### src/shared/iscl_pkg.sv
// Shared constants and types for the instruction state count logic
package iscl_pkg;

  // Width of a states-per-cycle figure and of a computed total
  localparam int unsigned ISCL_RATE_W = 8;
  localparam int unsigned ISCL_TOTAL_W = 10;

  // States per cycle, on-chip memory and internal operation
  localparam logic [7:0] ISCL_RATE_ONCHIP = 8'h02;
  localparam logic [7:0] ISCL_RATE_INTERNAL = 8'h01;
  // States per cycle, on-chip supporting module
  localparam logic [7:0] ISCL_RATE_SUP8_WORD = 8'h06;
  localparam logic [7:0] ISCL_RATE_SUP8_BYTE = 8'h03;
  localparam logic [7:0] ISCL_RATE_SUP16 = 8'h03;
  // States per cycle, external device on an 8-bit bus
  localparam logic [7:0] ISCL_RATE_EXT8_2S_WORD = 8'h04;
  localparam logic [7:0] ISCL_RATE_EXT8_2S_BYTE = 8'h02;
  localparam logic [7:0] ISCL_RATE_EXT8_3S_WORD = 8'h06;
  localparam logic [7:0] ISCL_RATE_EXT8_3S_BYTE = 8'h03;
  // States per cycle, external device on a 16-bit bus
  localparam logic [7:0] ISCL_RATE_EXT16_2S = 8'h02;
  localparam logic [7:0] ISCL_RATE_EXT16_3S = 8'h03;

  // Cycle counts used by the decoder
  localparam logic [1:0] ISCL_CYC_NONE = 2'h0;
  localparam logic [1:0] ISCL_CYC_ONE = 2'h1;
  localparam logic [1:0] ISCL_CYC_TWO = 2'h2;
  localparam logic [1:0] ISCL_CYC_THREE = 2'h3;

  // Latency from request to answer, in clock cycles
  localparam int unsigned ISCL_LATENCY = 1;

  // Access target of a cycle
  typedef enum logic [1:0] {
    ISCL_TGT_MEM = 2'h0, // On-chip memory
    ISCL_TGT_SUP = 2'h1, // On-chip supporting module
    ISCL_TGT_EXT = 2'h2  // External device
  } iscl_tgt_t;

  // Instruction forms handled by the decoder
  typedef enum logic [4:0] {
    ISCL_OP_ADD_B_IMM = 5'h00,
    ISCL_OP_ADD_B_REG = 5'h01,
    ISCL_OP_ADD_W_IMM = 5'h02,
    ISCL_OP_ADD_W_REG = 5'h03,
    ISCL_OP_ADD_L_IMM = 5'h04,
    ISCL_OP_ADD_L_REG = 5'h05,
    ISCL_OP_ADD_SMALL_CONSTANT = 5'h06,
    ISCL_OP_ADD_WITH_EXTEND_IMM = 5'h07,
    ISCL_OP_ADD_WITH_EXTEND_REG = 5'h08,
    ISCL_OP_AND_B_IMM = 5'h09,
    ISCL_OP_AND_B_REG = 5'h0A,
    ISCL_OP_AND_W_IMM = 5'h0B,
    ISCL_OP_AND_W_REG = 5'h0C,
    ISCL_OP_AND_L_IMM = 5'h0D,
    ISCL_OP_AND_L_REG = 5'h0E,
    ISCL_OP_AND_CONDITION_CODE = 5'h0F,
    ISCL_OP_BIT_AND_REG = 5'h10,
    ISCL_OP_BIT_AND_IND = 5'h11,
    ISCL_OP_BIT_AND_ABS = 5'h12,
    ISCL_OP_BRANCH_D8 = 5'h13
  } iscl_op_t;

  // Highest legal instruction code
  localparam logic [4:0] ISCL_OP_LAST = 5'h13;

endpackage

### src/design/iscl_cycle_rate.sv
// States-per-cycle selection for one kind of bus cycle
`timescale 1ns/10ps
module iscl_cycle_rate
  import iscl_pkg::*;
#(
  parameter int unsigned WAIT_W = 3
) (
  // Access conditions
  input wire logic [1:0] tgt_i,
  input wire logic byte_i,
  input wire logic sup_wide_i,
  input wire logic ext_wide_i,
  input wire logic ext_three_i,
  input wire logic [WAIT_W-1:0] wait_i,
  // Result
  output logic [7:0] rate_o
);

  // Wait count widened to the rate width
  wire logic [7:0] wait_w = 8'(wait_i);

  // Supporting module: 16-bit path is flat, 8-bit path splits byte and word
  wire logic [7:0] sup_rate = sup_wide_i ? ISCL_RATE_SUP16 :
    (byte_i ? ISCL_RATE_SUP8_BYTE : ISCL_RATE_SUP8_WORD);

  // External 8-bit bus, two-state access
  wire logic [7:0] ext8_2s = byte_i ? ISCL_RATE_EXT8_2S_BYTE : ISCL_RATE_EXT8_2S_WORD;

  // External 8-bit bus, three-state access: word pays the wait twice
  wire logic [7:0] ext8_3s = byte_i ? 8'(ISCL_RATE_EXT8_3S_BYTE + wait_w) :
    8'(ISCL_RATE_EXT8_3S_WORD + (wait_w << 1));

  // External 16-bit bus: same figure for every cycle kind
  wire logic [7:0] ext16 = ext_three_i ? 8'(ISCL_RATE_EXT16_3S + wait_w) : ISCL_RATE_EXT16_2S;

  // External selection by bus width and access type
  wire logic [7:0] ext_rate = ext_wide_i ? ext16 : (ext_three_i ? ext8_3s : ext8_2s);

  // Final selection by target; unused code treated as on-chip memory
  assign rate_o = (tgt_i == ISCL_TGT_SUP) ? sup_rate :
                  (tgt_i == ISCL_TGT_EXT) ? ext_rate : ISCL_RATE_ONCHIP;

endmodule

### src/design/iscl_state_calc.sv
// Execution-state count calculator for a group of instruction forms
//
// Overview of operation
// - Total is sum of counts times rates
// - On-chip memory two states; internal one state
// - Supporting module: 8-bit 6/3, 16-bit 3
// - External bus: 4/2, 6+2m/3+m, 2 or 3+m
// - Add and logical AND fetch counts by size
// - Bit AND, branches, extend, condition code counts
`timescale 1ns/10ps
module iscl_state_calc
  import iscl_pkg::*;
#(
  parameter int unsigned WAIT_W = 3
) (
  // Clock and reset
  input wire logic clk_i,
  input wire logic rstn_i,
  // Request
  input wire logic start_i,
  input wire logic [4:0] instr_i,
  // Access targets per cycle group
  input wire logic [1:0] prog_tgt_i,
  input wire logic [1:0] stack_tgt_i,
  input wire logic [1:0] data_tgt_i,
  // Bus conditions
  input wire logic sup_wide_i,
  input wire logic ext_wide_i,
  input wire logic ext_three_i,
  input wire logic [WAIT_W-1:0] ext_wait_i,
  // Answer
  output logic done_o,
  output logic illegal_o,
  output logic [ISCL_TOTAL_W-1:0] total_o
);

  //////////////////////////////////////////////////////////////////////////////
  // Per-cycle-kind rates

  // Kind 0 fetch and branch read, 1 stack, 2 byte data, 3 word data
  logic [1:0] kind_tgt [4];
  logic [7:0] kind_rate [4];

  // One rate selector per cycle kind
  for (genvar k = 0; k < 4; k++) begin : g_rate
    // Fetch side follows program target, stack its own, data the rest
    assign kind_tgt[k] = (k == 0) ? prog_tgt_i : ((k == 1) ? stack_tgt_i : data_tgt_i);

    iscl_cycle_rate #(
      .WAIT_W(WAIT_W)
    ) u_rate (
      .tgt_i(kind_tgt[k]),
      .byte_i(k == 2),
      .sup_wide_i(sup_wide_i),
      .ext_wide_i(ext_wide_i),
      .ext_three_i(ext_three_i),
      .wait_i(ext_wait_i),
      .rate_o(kind_rate[k])
    );
  end

  // Named rates for readability
  wire logic [7:0] rate_i = kind_rate[0];
  wire logic [7:0] rate_j = kind_rate[0];
  wire logic [7:0] rate_k = kind_rate[1];
  wire logic [7:0] rate_l = kind_rate[2];
  wire logic [7:0] rate_m = kind_rate[3];
  // Internal operation is always one state
  wire logic [7:0] rate_n = ISCL_RATE_INTERNAL;

  //////////////////////////////////////////////////////////////////////////////
  // Instruction decode

  // Code within the handled range
  wire logic op_known = (instr_i <= ISCL_OP_LAST);

  // Forms that take three fetch cycles: longword immediates
  wire logic fetch3 = (instr_i == ISCL_OP_ADD_L_IMM) ||
                      (instr_i == ISCL_OP_AND_L_IMM);

  // Forms that take two fetch cycles
  wire logic fetch2 = (instr_i == ISCL_OP_ADD_W_IMM) ||
                      (instr_i == ISCL_OP_AND_W_IMM) ||
                      (instr_i == ISCL_OP_AND_L_REG) ||
                      (instr_i == ISCL_OP_BIT_AND_IND) ||
                      (instr_i == ISCL_OP_BIT_AND_ABS) ||
                      (instr_i == ISCL_OP_BRANCH_D8);

  // Memory-operand bit AND reads one byte
  wire logic byte1 = (instr_i == ISCL_OP_BIT_AND_IND) ||
                     (instr_i == ISCL_OP_BIT_AND_ABS);

  // Fetch count; every other handled form takes one fetch
  wire logic [1:0] cnt_i = !op_known ? ISCL_CYC_NONE :
                           fetch3 ? ISCL_CYC_THREE :
                           fetch2 ? ISCL_CYC_TWO : ISCL_CYC_ONE;

  // Byte data count
  wire logic [1:0] cnt_l = (op_known && byte1) ? ISCL_CYC_ONE : ISCL_CYC_NONE;

  // No handled form reads a branch address, touches the stack,
  // moves a word of data or spends an internal cycle
  wire logic [1:0] cnt_j = ISCL_CYC_NONE;
  wire logic [1:0] cnt_k = ISCL_CYC_NONE;
  wire logic [1:0] cnt_m = ISCL_CYC_NONE;
  wire logic [1:0] cnt_n = ISCL_CYC_NONE;

  //////////////////////////////////////////////////////////////////////////////
  // Weighted sum

  // Each term widened before the product so nothing is lost
  wire logic [ISCL_TOTAL_W-1:0] term_i = 10'(cnt_i) * 10'(rate_i);
  wire logic [ISCL_TOTAL_W-1:0] term_j = 10'(cnt_j) * 10'(rate_j);
  wire logic [ISCL_TOTAL_W-1:0] term_k = 10'(cnt_k) * 10'(rate_k);
  wire logic [ISCL_TOTAL_W-1:0] term_l = 10'(cnt_l) * 10'(rate_l);
  wire logic [ISCL_TOTAL_W-1:0] term_m = 10'(cnt_m) * 10'(rate_m);
  wire logic [ISCL_TOTAL_W-1:0] term_n = 10'(cnt_n) * 10'(rate_n);

  // Total states for the requested form
  wire logic [ISCL_TOTAL_W-1:0] total_d =
    term_i + term_j + term_k + term_l + term_m + term_n;

  //////////////////////////////////////////////////////////////////////////////
  // Answer registers

  logic done_q; // One-cycle answer strobe
  logic illegal_q; // Code outside the handled group
  logic [ISCL_TOTAL_W-1:0] total_q; // Held result

  // Strobe follows every request by one cycle
  always_ff @(posedge clk_i or negedge rstn_i) begin
    if (!rstn_i) begin
      done_q <= 1'b0;
    end else begin
      done_q <= start_i;
    end
  end

  // Result captured on a request, held otherwise
  always_ff @(posedge clk_i or negedge rstn_i) begin
    if (!rstn_i) begin
      total_q <= '0;
      illegal_q <= 1'b0;
    end else if (start_i) begin
      total_q <= total_d;
      illegal_q <= !op_known;
    end
  end

  // Outputs straight from the registers
  assign done_o = done_q;
  assign illegal_o = illegal_q;
  assign total_o = total_q;

  //////////////////////////////////////////////////////////////////////////////
  // Checks

  // Answer arrives one cycle after request and holds the sum
  answer_timing_a: assert property (
    @(posedge clk_i) disable iff (!rstn_i)
    start_i |=> (done_o && total_o == $past(total_d))
  ) else $error("answer missing or wrong one cycle after request");

  // On-chip memory fetch and data cycles cost two states
  onchip_rate_a: assert property (
    @(posedge clk_i) disable iff (!rstn_i)
    (prog_tgt_i == ISCL_TGT_MEM && data_tgt_i == ISCL_TGT_MEM)
      |-> (rate_i == 8'h02 && rate_l == 8'h02 && rate_m == 8'h02)
  ) else $error("on-chip memory rate is not two states");

  // Supporting module rates by path width
  support_rate_a: assert property (
    @(posedge clk_i) disable iff (!rstn_i)
    (data_tgt_i == ISCL_TGT_SUP)
      |-> (sup_wide_i ? (rate_l == 8'h03 && rate_m == 8'h03)
                      : (rate_l == 8'h03 && rate_m == 8'h06))
  ) else $error("supporting module rate mismatch");

  // External 8-bit three-state rates grow with the wait count
  ext_narrow_a: assert property (
    @(posedge clk_i) disable iff (!rstn_i)
    (data_tgt_i == ISCL_TGT_EXT && !ext_wide_i && ext_three_i)
      |-> (rate_m == 8'(8'h06 + 2 * ext_wait_i) && rate_l == 8'(8'h03 + ext_wait_i))
  ) else $error("external 8-bit three-state rate mismatch");

  // External bus two-state fetch rates, narrow and wide
  ext_other_a: assert property (
    @(posedge clk_i) disable iff (!rstn_i)
    (prog_tgt_i == ISCL_TGT_EXT && !ext_three_i)
      |-> (rate_i == (ext_wide_i ? 8'h02 : 8'h04))
  ) else $error("external two-state fetch rate mismatch");

  // Longword immediate add from on-chip memory totals six states
  long_add_a: assert property (
    @(posedge clk_i) disable iff (!rstn_i)
    (start_i && instr_i == ISCL_OP_ADD_L_IMM && prog_tgt_i == ISCL_TGT_MEM)
      |=> (total_o == 10'h006)
  ) else $error("longword immediate add total is not six");

  // Register logical AND of longwords needs two fetches
  long_and_a: assert property (
    @(posedge clk_i) disable iff (!rstn_i)
    (start_i && instr_i == ISCL_OP_AND_L_REG) |=> (total_o == 10'(2 * $past(rate_i)))
  ) else $error("longword register AND total mismatch");

  // Memory-operand bit AND costs two fetches and one byte read
  bit_and_mem_a: assert property (
    @(posedge clk_i) disable iff (!rstn_i)
    (start_i && (instr_i == ISCL_OP_BIT_AND_IND || instr_i == ISCL_OP_BIT_AND_ABS))
      |=> (total_o == 10'(2 * $past(rate_i) + $past(rate_l)) && !illegal_o)
  ) else $error("memory bit AND total mismatch");

  // Short branch costs exactly two fetches
  branch_short_a: assert property (
    @(posedge clk_i) disable iff (!rstn_i)
    (start_i && instr_i == ISCL_OP_BRANCH_D8) |=> (total_o == 10'(2 * $past(rate_i)))
  ) else $error("short branch total mismatch");

  // Single-fetch forms cost one fetch
  single_fetch_a: assert property (
    @(posedge clk_i) disable iff (!rstn_i)
    (start_i && (instr_i == ISCL_OP_ADD_SMALL_CONSTANT ||
                 instr_i == ISCL_OP_ADD_WITH_EXTEND_IMM ||
                 instr_i == ISCL_OP_AND_CONDITION_CODE ||
                 instr_i == ISCL_OP_BIT_AND_REG))
      |=> (total_o == 10'($past(rate_i)))
  ) else $error("single-fetch form total mismatch");

  // Unknown codes give zero and raise the flag
  unknown_code_a: assert property (
    @(posedge clk_i) disable iff (!rstn_i)
    (start_i && instr_i > ISCL_OP_LAST) |=> (illegal_o && total_o == 10'h000)
  ) else $error("unknown code not flagged");

endmodule

### config.mk
export PLATFORM = sky130hd
export DESIGN_NAME = iscl_state_calc
export DESIGN_NICKNAME = d
export VERILOG_FILES = /design/src/shared/iscl_pkg.sv /design/src/design/iscl_cycle_rate.sv /design/src/design/iscl_state_calc.sv
export SDC_FILE = /design/constraint.sdc
export NUM_CORES = 1
export LEC_CHECK = 0
export ABC_AREA = 1
export BUFFER_PORTS_ARGS = -buffer_cell sky130_fd_sc_hd__buf_2
export CORE_ASPECT_RATIO = 0.6
export CORE_MARGIN = 2
export CORE_UTILIZATION = 29
export CTS_BUF_LIST = sky130_fd_sc_hd__clkbuf_8
export CTS_CLUSTER_SIZE = 20
export DETAILED_ROUTE_END_ITERATION = 8
export GPL_TIMING_DRIVEN = 0
export PLACE_DENSITY = 0.53
export SYNTH_ARGS = -nofsm -noshare
export SYNTH_HDL_FRONTEND = slang
export SYNTH_SLANG_ARGS = --single-unit
### constraint.sdc
create_clock -name clk_i -period 0.8 [get_ports clk_i]
set_input_delay 0.08 -clock clk_i [delete_from_list [all_inputs] [get_ports clk_i]]
set_output_delay 0.08 -clock clk_i [all_outputs]
set_load 0.05 [all_outputs]
# Word level (Yosys, flattened, before mapping)

Cells that the tools add are included.

Register bits after elaboration: 12
Output and inout bits: 12
Word-level logic and storage cells: 42

$add $sub $neg: 3
Multiply operators: 2
Order comparisons: 1
Eq/ne operators: 12
Muxes and demuxes: 12
Reductions and logical operators: 9

Operators with widths:

| operator              | count |
|---|---|
| $mux W8               | 7 |
| $eq A5 B4 Y1 const B  | 3 |
| $eq A5 B5 Y1 const B  | 3 |
| $add A10 B9 Y10       | 1 |
| $mul A2 B8 Y10        | 1 |
| $mul A1 B8 Y9         | 1 |
| $logic_or A1 B1 Y1    | 7 |
| $mux W2               | 3 |
| $add A3 B4 Y5 const A | 1 |
| $eq A5 B2 Y1 const B  | 1 |
| $eq A5 B3 Y1 const B  | 1 |
| $le A5 B5 Y1 const B  | 1 |
| $add A2 B3 Y4 const A | 1 |
| $eq A2 B1 Y1 const B  | 2 |
| $eq A2 B2 Y1 const B  | 2 |
| $mux W3               | 1 |
| $logic_and A1 B1 Y1   | 1 |
| $logic_not A1 Y1      | 1 |
| $mux W1               | 1 |

# Longest topological paths before layout

Depth in word-level cells: 11
Mapped depth: 17

# Hierarchy

From an unflattened synthesis, not the netlist that was laid out.

Cell total of the unflattened synthesis: 261
Area total of the unflattened synthesis: 1631.6 um^2

Modules (own cells, without submodules):

| module          | times used | cells an instance | area an instance (um^2) | sequential area each (um^2) |
|---|---|---|---|---|
| iscl_state_calc | 1          | 183               | 1228.7                  | 300.3 |
| iscl_cycle_rate | 2          | 39                | 201.4                   | 0.0 |

# Least setup slack after synthesis

Ideal clock, no wire load.

Kind: input -> register
Start: input ext_wait_i[0]
End: register total_q[5], in the netlist total_o[5]
Setup time: 118 ps
Arrival time: 2113 ps
Data required time: 682 ps
Path slack: -1431 ps
Stages on the path: 14
Path buffers: 0
Cell sequence: inv_1 ha_1 nand2_1 o22ai_1 nor2_1 fa_1 ha_1 fa_1 nand2_1 a21oi_1 nor2_1 nand2_1 nand3_1 nand2_1

Word-level cells in the longest chain between the ends: 7
Elaborated cells between the ends (all ways): 12

Ends and longest elaborated chain:

| element                                               | line                                         | RTL |
|---|---|---|
| start: declaration                                    | iscl_state_calc.sv:30                        | `input wire logic [WAIT_W-1:0] ext_wait_i,` |
| $add A3 B4 Y5 / $add A2 B3 Y4 (equally long branches) | --                                           |  |
| $mux W8 (on tied branches)                            | iscl_cycle_rate.sv:37, iscl_cycle_rate.sv:34 |  |
| $mux W8                                               | iscl_cycle_rate.sv:37                        | `wire logic [7:0] ext_rate = ext_wide_i ? ext16 : (ext_three_i ? ext8_3s : ext8_2s);` |
| $mux W8                                               | iscl_cycle_rate.sv:41                        | `(tgt_i == ISCL_TGT_EXT) ? ext_rate : ISCL_RATE_ONCHIP;` |
| $mux W8                                               | iscl_cycle_rate.sv:40                        | `assign rate_o = (tgt_i == ISCL_TGT_SUP) ? sup_rate :` |
| $mul A2 B8 Y10                                        | iscl_state_calc.sv:112                       | `wire logic [ISCL_TOTAL_W-1:0] term_i = 10'(cnt_i) * 10'(rate_i);` |
| $add A10 B9 Y10 *                                     | iscl_state_calc.sv:121                       | `term_i + term_j + term_k + term_l + term_m + term_n;` |
| end signal: assignment                                | iscl_state_calc.sv:145                       | `total_q <= total_d;` |
| end: declaration                                      | iscl_state_calc.sv:128                       | `logic [ISCL_TOTAL_W-1:0] total_q;` |

Every way passes the cells marked *; elsewhere a longest branch is shown, timed or not.
A chain may end at the register's enable or synchronous reset.

# Worst setup path in the final report

Start: input instr_i[2]
End: register total_q[5], in the netlist total_o[5]

Word-level cells in the longest chain between the ends: 11
Elaborated cells between the ends (all ways): 24

Ends and longest elaborated chain:

| element                                             | line                                         | RTL |
|---|---|---|
| start: declaration                                  | iscl_state_calc.sv:21                        | `input wire logic [4:0] instr_i,` |
| $eq A5 B2 Y1 / $eq A5 B4 Y1 (equally long branches) | iscl_state_calc.sv:82, iscl_state_calc.sv:83 |  |
| $logic_or A1 B1 Y1                                  | iscl_state_calc.sv:82                        | `wire logic fetch2 = (instr_i == ISCL_OP_ADD_W_IMM) \|\|` |
| $logic_or A1 B1 Y1                                  | iscl_state_calc.sv:83                        | `(instr_i == ISCL_OP_AND_W_IMM) \|\|` |
| $logic_or A1 B1 Y1                                  | iscl_state_calc.sv:84                        | `(instr_i == ISCL_OP_AND_L_REG) \|\|` |
| $logic_or A1 B1 Y1                                  | iscl_state_calc.sv:85                        | `(instr_i == ISCL_OP_BIT_AND_IND) \|\|` |
| $logic_or A1 B1 Y1                                  | iscl_state_calc.sv:86                        | `(instr_i == ISCL_OP_BIT_AND_ABS) \|\|` |
| $mux W2                                             | iscl_state_calc.sv:96                        | `fetch2 ? ISCL_CYC_TWO : ISCL_CYC_ONE;` |
| $mux W2                                             | iscl_state_calc.sv:95                        | `fetch3 ? ISCL_CYC_THREE :` |
| $mux W2                                             | iscl_state_calc.sv:94                        | `wire logic [1:0] cnt_i = !op_known ? ISCL_CYC_NONE :` |
| $mul A2 B8 Y10                                      | iscl_state_calc.sv:112                       |  |
| $add A10 B9 Y10 *                                   | iscl_state_calc.sv:121                       |  |

Marks and branches as above.

==> flow_summary.toml <==
[run_status]
status = "finished, violations left"
failed_checks = "setup timing"

[final_layout]
final_common_cell = "nand2_1"
fillers = 318
finalCoreUtilization_pct = 53.5
register_area_um2 = 226
nets = 239
footprint_of_the_multi_input_gates_um2 = 852
num_antenna_cells = 0
area_overhead_vs_synth_pct = 75.8
post_route_cells_drive_above_1_share_pct = 49.5
most-common-layout-cells = "nand2_1 (36), inv_1 (21), buf_4 (17), buf_6 (16)"

[pwr]
power.ir.vdd_worst_v = 0.000839
power_leakage_nw = 0.909
p_total_mw = 1.93
power.density_cell_area_mw_per_mm2 = 1100

[sta]
timing.final.crit_period_ns = 2.09
grt_setup_unrepaired = "yes"
final-setup-viol-count = 16
max_transition_viols_final = 0
report.final.hold_viol_count = 0
final_critical_path_setup_slack_ns = -1.29
maxClockFrequency_ghz = 0.478
period_share_pct = 262
clock_skew_ns = 0

[synthesis]
synthCells = 156
yosysUniqueCellTypes = 25
sequential_to_total_area_share_from_yosys_stat_pct = 22.6
synth_area_leaders = "dfrtp_1 (23%), nand2_1 (17%), inv_1 (11%), ha_1 (10%), fa_1 (8.0%)"
yosysWarningCount = 0
synth.top_cell.area_share_pct = 22.6
cell_type_with_the_highest_aggregate_area_in_the_netlist = "dfrtp_1"
synthesis.area_um2 = 998
synth.avg_cell_area_um2 = 6.40
yosys_register_bits = 9

[grt]
global_route.usage.met3_pct = 3.30
grt-busiest-layer = "met2"
groute.usage.overall_pct = 13.0
globalRouteOverflowTotal = 0
gr-usage-met1_pct = 18.1
grt_pass1_wl_um = 4130
gr-usage-met2_pct = 21.4
antenna_found_initial = 0
grt_start_max_net_pins = 10
grt_pass1_vias = 1012

[floorplanning]
row_count = 16
io-pin-count = 32
floorplan.die_area_mm2 = 0.00394
effective_utilization_at_floorplan_pct = 30.4
die_height_um = 49.5
die_width_um = 79.8
coreArea_mm2 = 0.00328

[cts]
clock_sink_count = 9
cts-htree-levels = 1
clk_path_buf_depth = 2
clock-root-buffer = "clkbuf_8"
clk-insertion-delay-late_ns = 0.23
tritoncts = "done"
cts-buffers-inserted = 3
clk_pin_slew_ns = 0.04

[worst_setup_path]
critPathKind = "input pin to flop"
critPathCaptureType = "flop"
critical_path_peak_fanout = 3
crit_required_ns = 0.92
worstSetupStartpointType = "input pin"
worst-endpoint-arrival_ns = 2.21

[place]
place_hpwl_um = 1820
place.gp.congestion = 0.807
io_buffer_count = 26

[detailed_routing]
detailroute.via_count = 1057
antenna_left = 0
totalWireLength_um = 2450
drc_errors = 0
detail_route.first_pass.iterations = 4
drt-initial-drc-count = 22
drt-wirelength-per-cell_um = 9.78
viasPerCell = 4.21

[hold_path]
worst_hold_path_type = "input pin to asynchronous set/reset pin"

[job]
number_of_max_capacitance_violations_reported = 0
==> logic make-up after synthesis <==
kind of cell	count (synthesis)	share of synthesized area, %
XOR/XNOR	1	0.877
adder cells (fa/ha/maj)	12	18.0
other	1	0.376
buffers and inverters	36	14.8
AO/OA/AOI/OAI	17	9.52
AND/OR/NAND/NOR	80	33.8
flip-flops	9	22.6
==> report_power, final <==
group	switching, mW	leakage (nW)	internal, mW
Clock	0.166	0.0269	0.333
Combinational	0.520	0.766	0.388
Sequential	0.0268	0.115	0.499
Total	0.713	0.909	1.22
==> final timing paths <==
check,cells after the start,startpoint,slack (ns),endpoint
worst max-delay path,18,instr_i[2],-1.29,total_o[5]
worst min-delay path,2,rstn_i,0.22,done_o
max in group asynchronous,2,rstn_i,0.38,illegal_o
worst max register to register,3,total_o[4],0.04,total_o[4]
worst min register to register,2,total_o[2],0.49,total_o[2]
min in group clk_i,3,start_i,0.28,total_o[4]
==> critical path: stages <==
cell and delay (ns):
buf_8 0.11, inv_4 0.05, nand2_1 0.04, nand3_1 0.07, nand2_1 0.07, nand2_2 0.13, nand2_1 0.08, nor2_2 0.13
nand2_1 0.08, fa_1 0.50, inv_2 0.06, fa_2 0.40, nand2_2 0.09, a21oi_2 0.07, nor2_1 0.08, nand2_1 0.05
nand3_1 0.07, nand2_1 0.05
==> timing repair <==
action | in CTS | in global routing
resized for setup | 64 | 11
hold buffers | 2 | 0
endpoints found under the setup margin | 16 | 16
endpoints found under the hold margin | 10 | 0
pin swaps | 23 | 8
buffers inserted | 11 | 5
==> routing by layer <==
metal  part of all wire, %  vias up
met5                     0        -
met4                     0        0
met3                   4.0        0
met2                    46       18
met1                    50      468
li1                      -      571
==> area by class of cell <==
class	instances	area share, %
Multi-Input combinational cell	113	48.5
Timing Repair Buffer	44	22.8
Sequential cell	9	12.9
Inverter	32	8.41
Tap cell	45	3.21
Clock buffer	3	2.35
Buffer	4	1.57
Clock inverter	1	0.214
==> synth_stat cells, drive strengths merged <==
cell and instances:
nand2 47, inv 32, nor2 20, dfrtp 9, nand3 9, ha 8
o21ai 8, a21oi 6, buf 4, fa 4, nor3 2, a31oi 1
conb 1, nor3b 1, o211ai 1, o22ai 1, or2 1, xnor2 1
==> per-stage QoR <==
| stage | hold WS (ns) | TNS (ns) | std cells | area, µm² | worst slack (ns) |
|---|---|---|---|---|---|
| 2_1_floorplan | -0.216 | -6.55 | 158 | 1110 | -1.25 |
| 3_5_place_dp | -0.0605 | -8.91 | 229 | 1300 | -1.64 |
| 3_3_place_gp | -0.0647 | -8.82 | 229 | 1300 | -1.62 |
| 4_1_cts | 0.230 | -6.99 | 246 | 1680 | -1.24 |
| 6_report | 0.224 | -7.40 | 251 | 1760 | -1.29 |
| 5_1_grt | 0.251 | -8.44 | 251 | 1760 | -1.42 |
==> registers in the layout, summed over array words and instances (netlist names) <==
signal     flops
total_o        7
done_o         1
illegal_o      1
(Power assumes the default switching activity.)
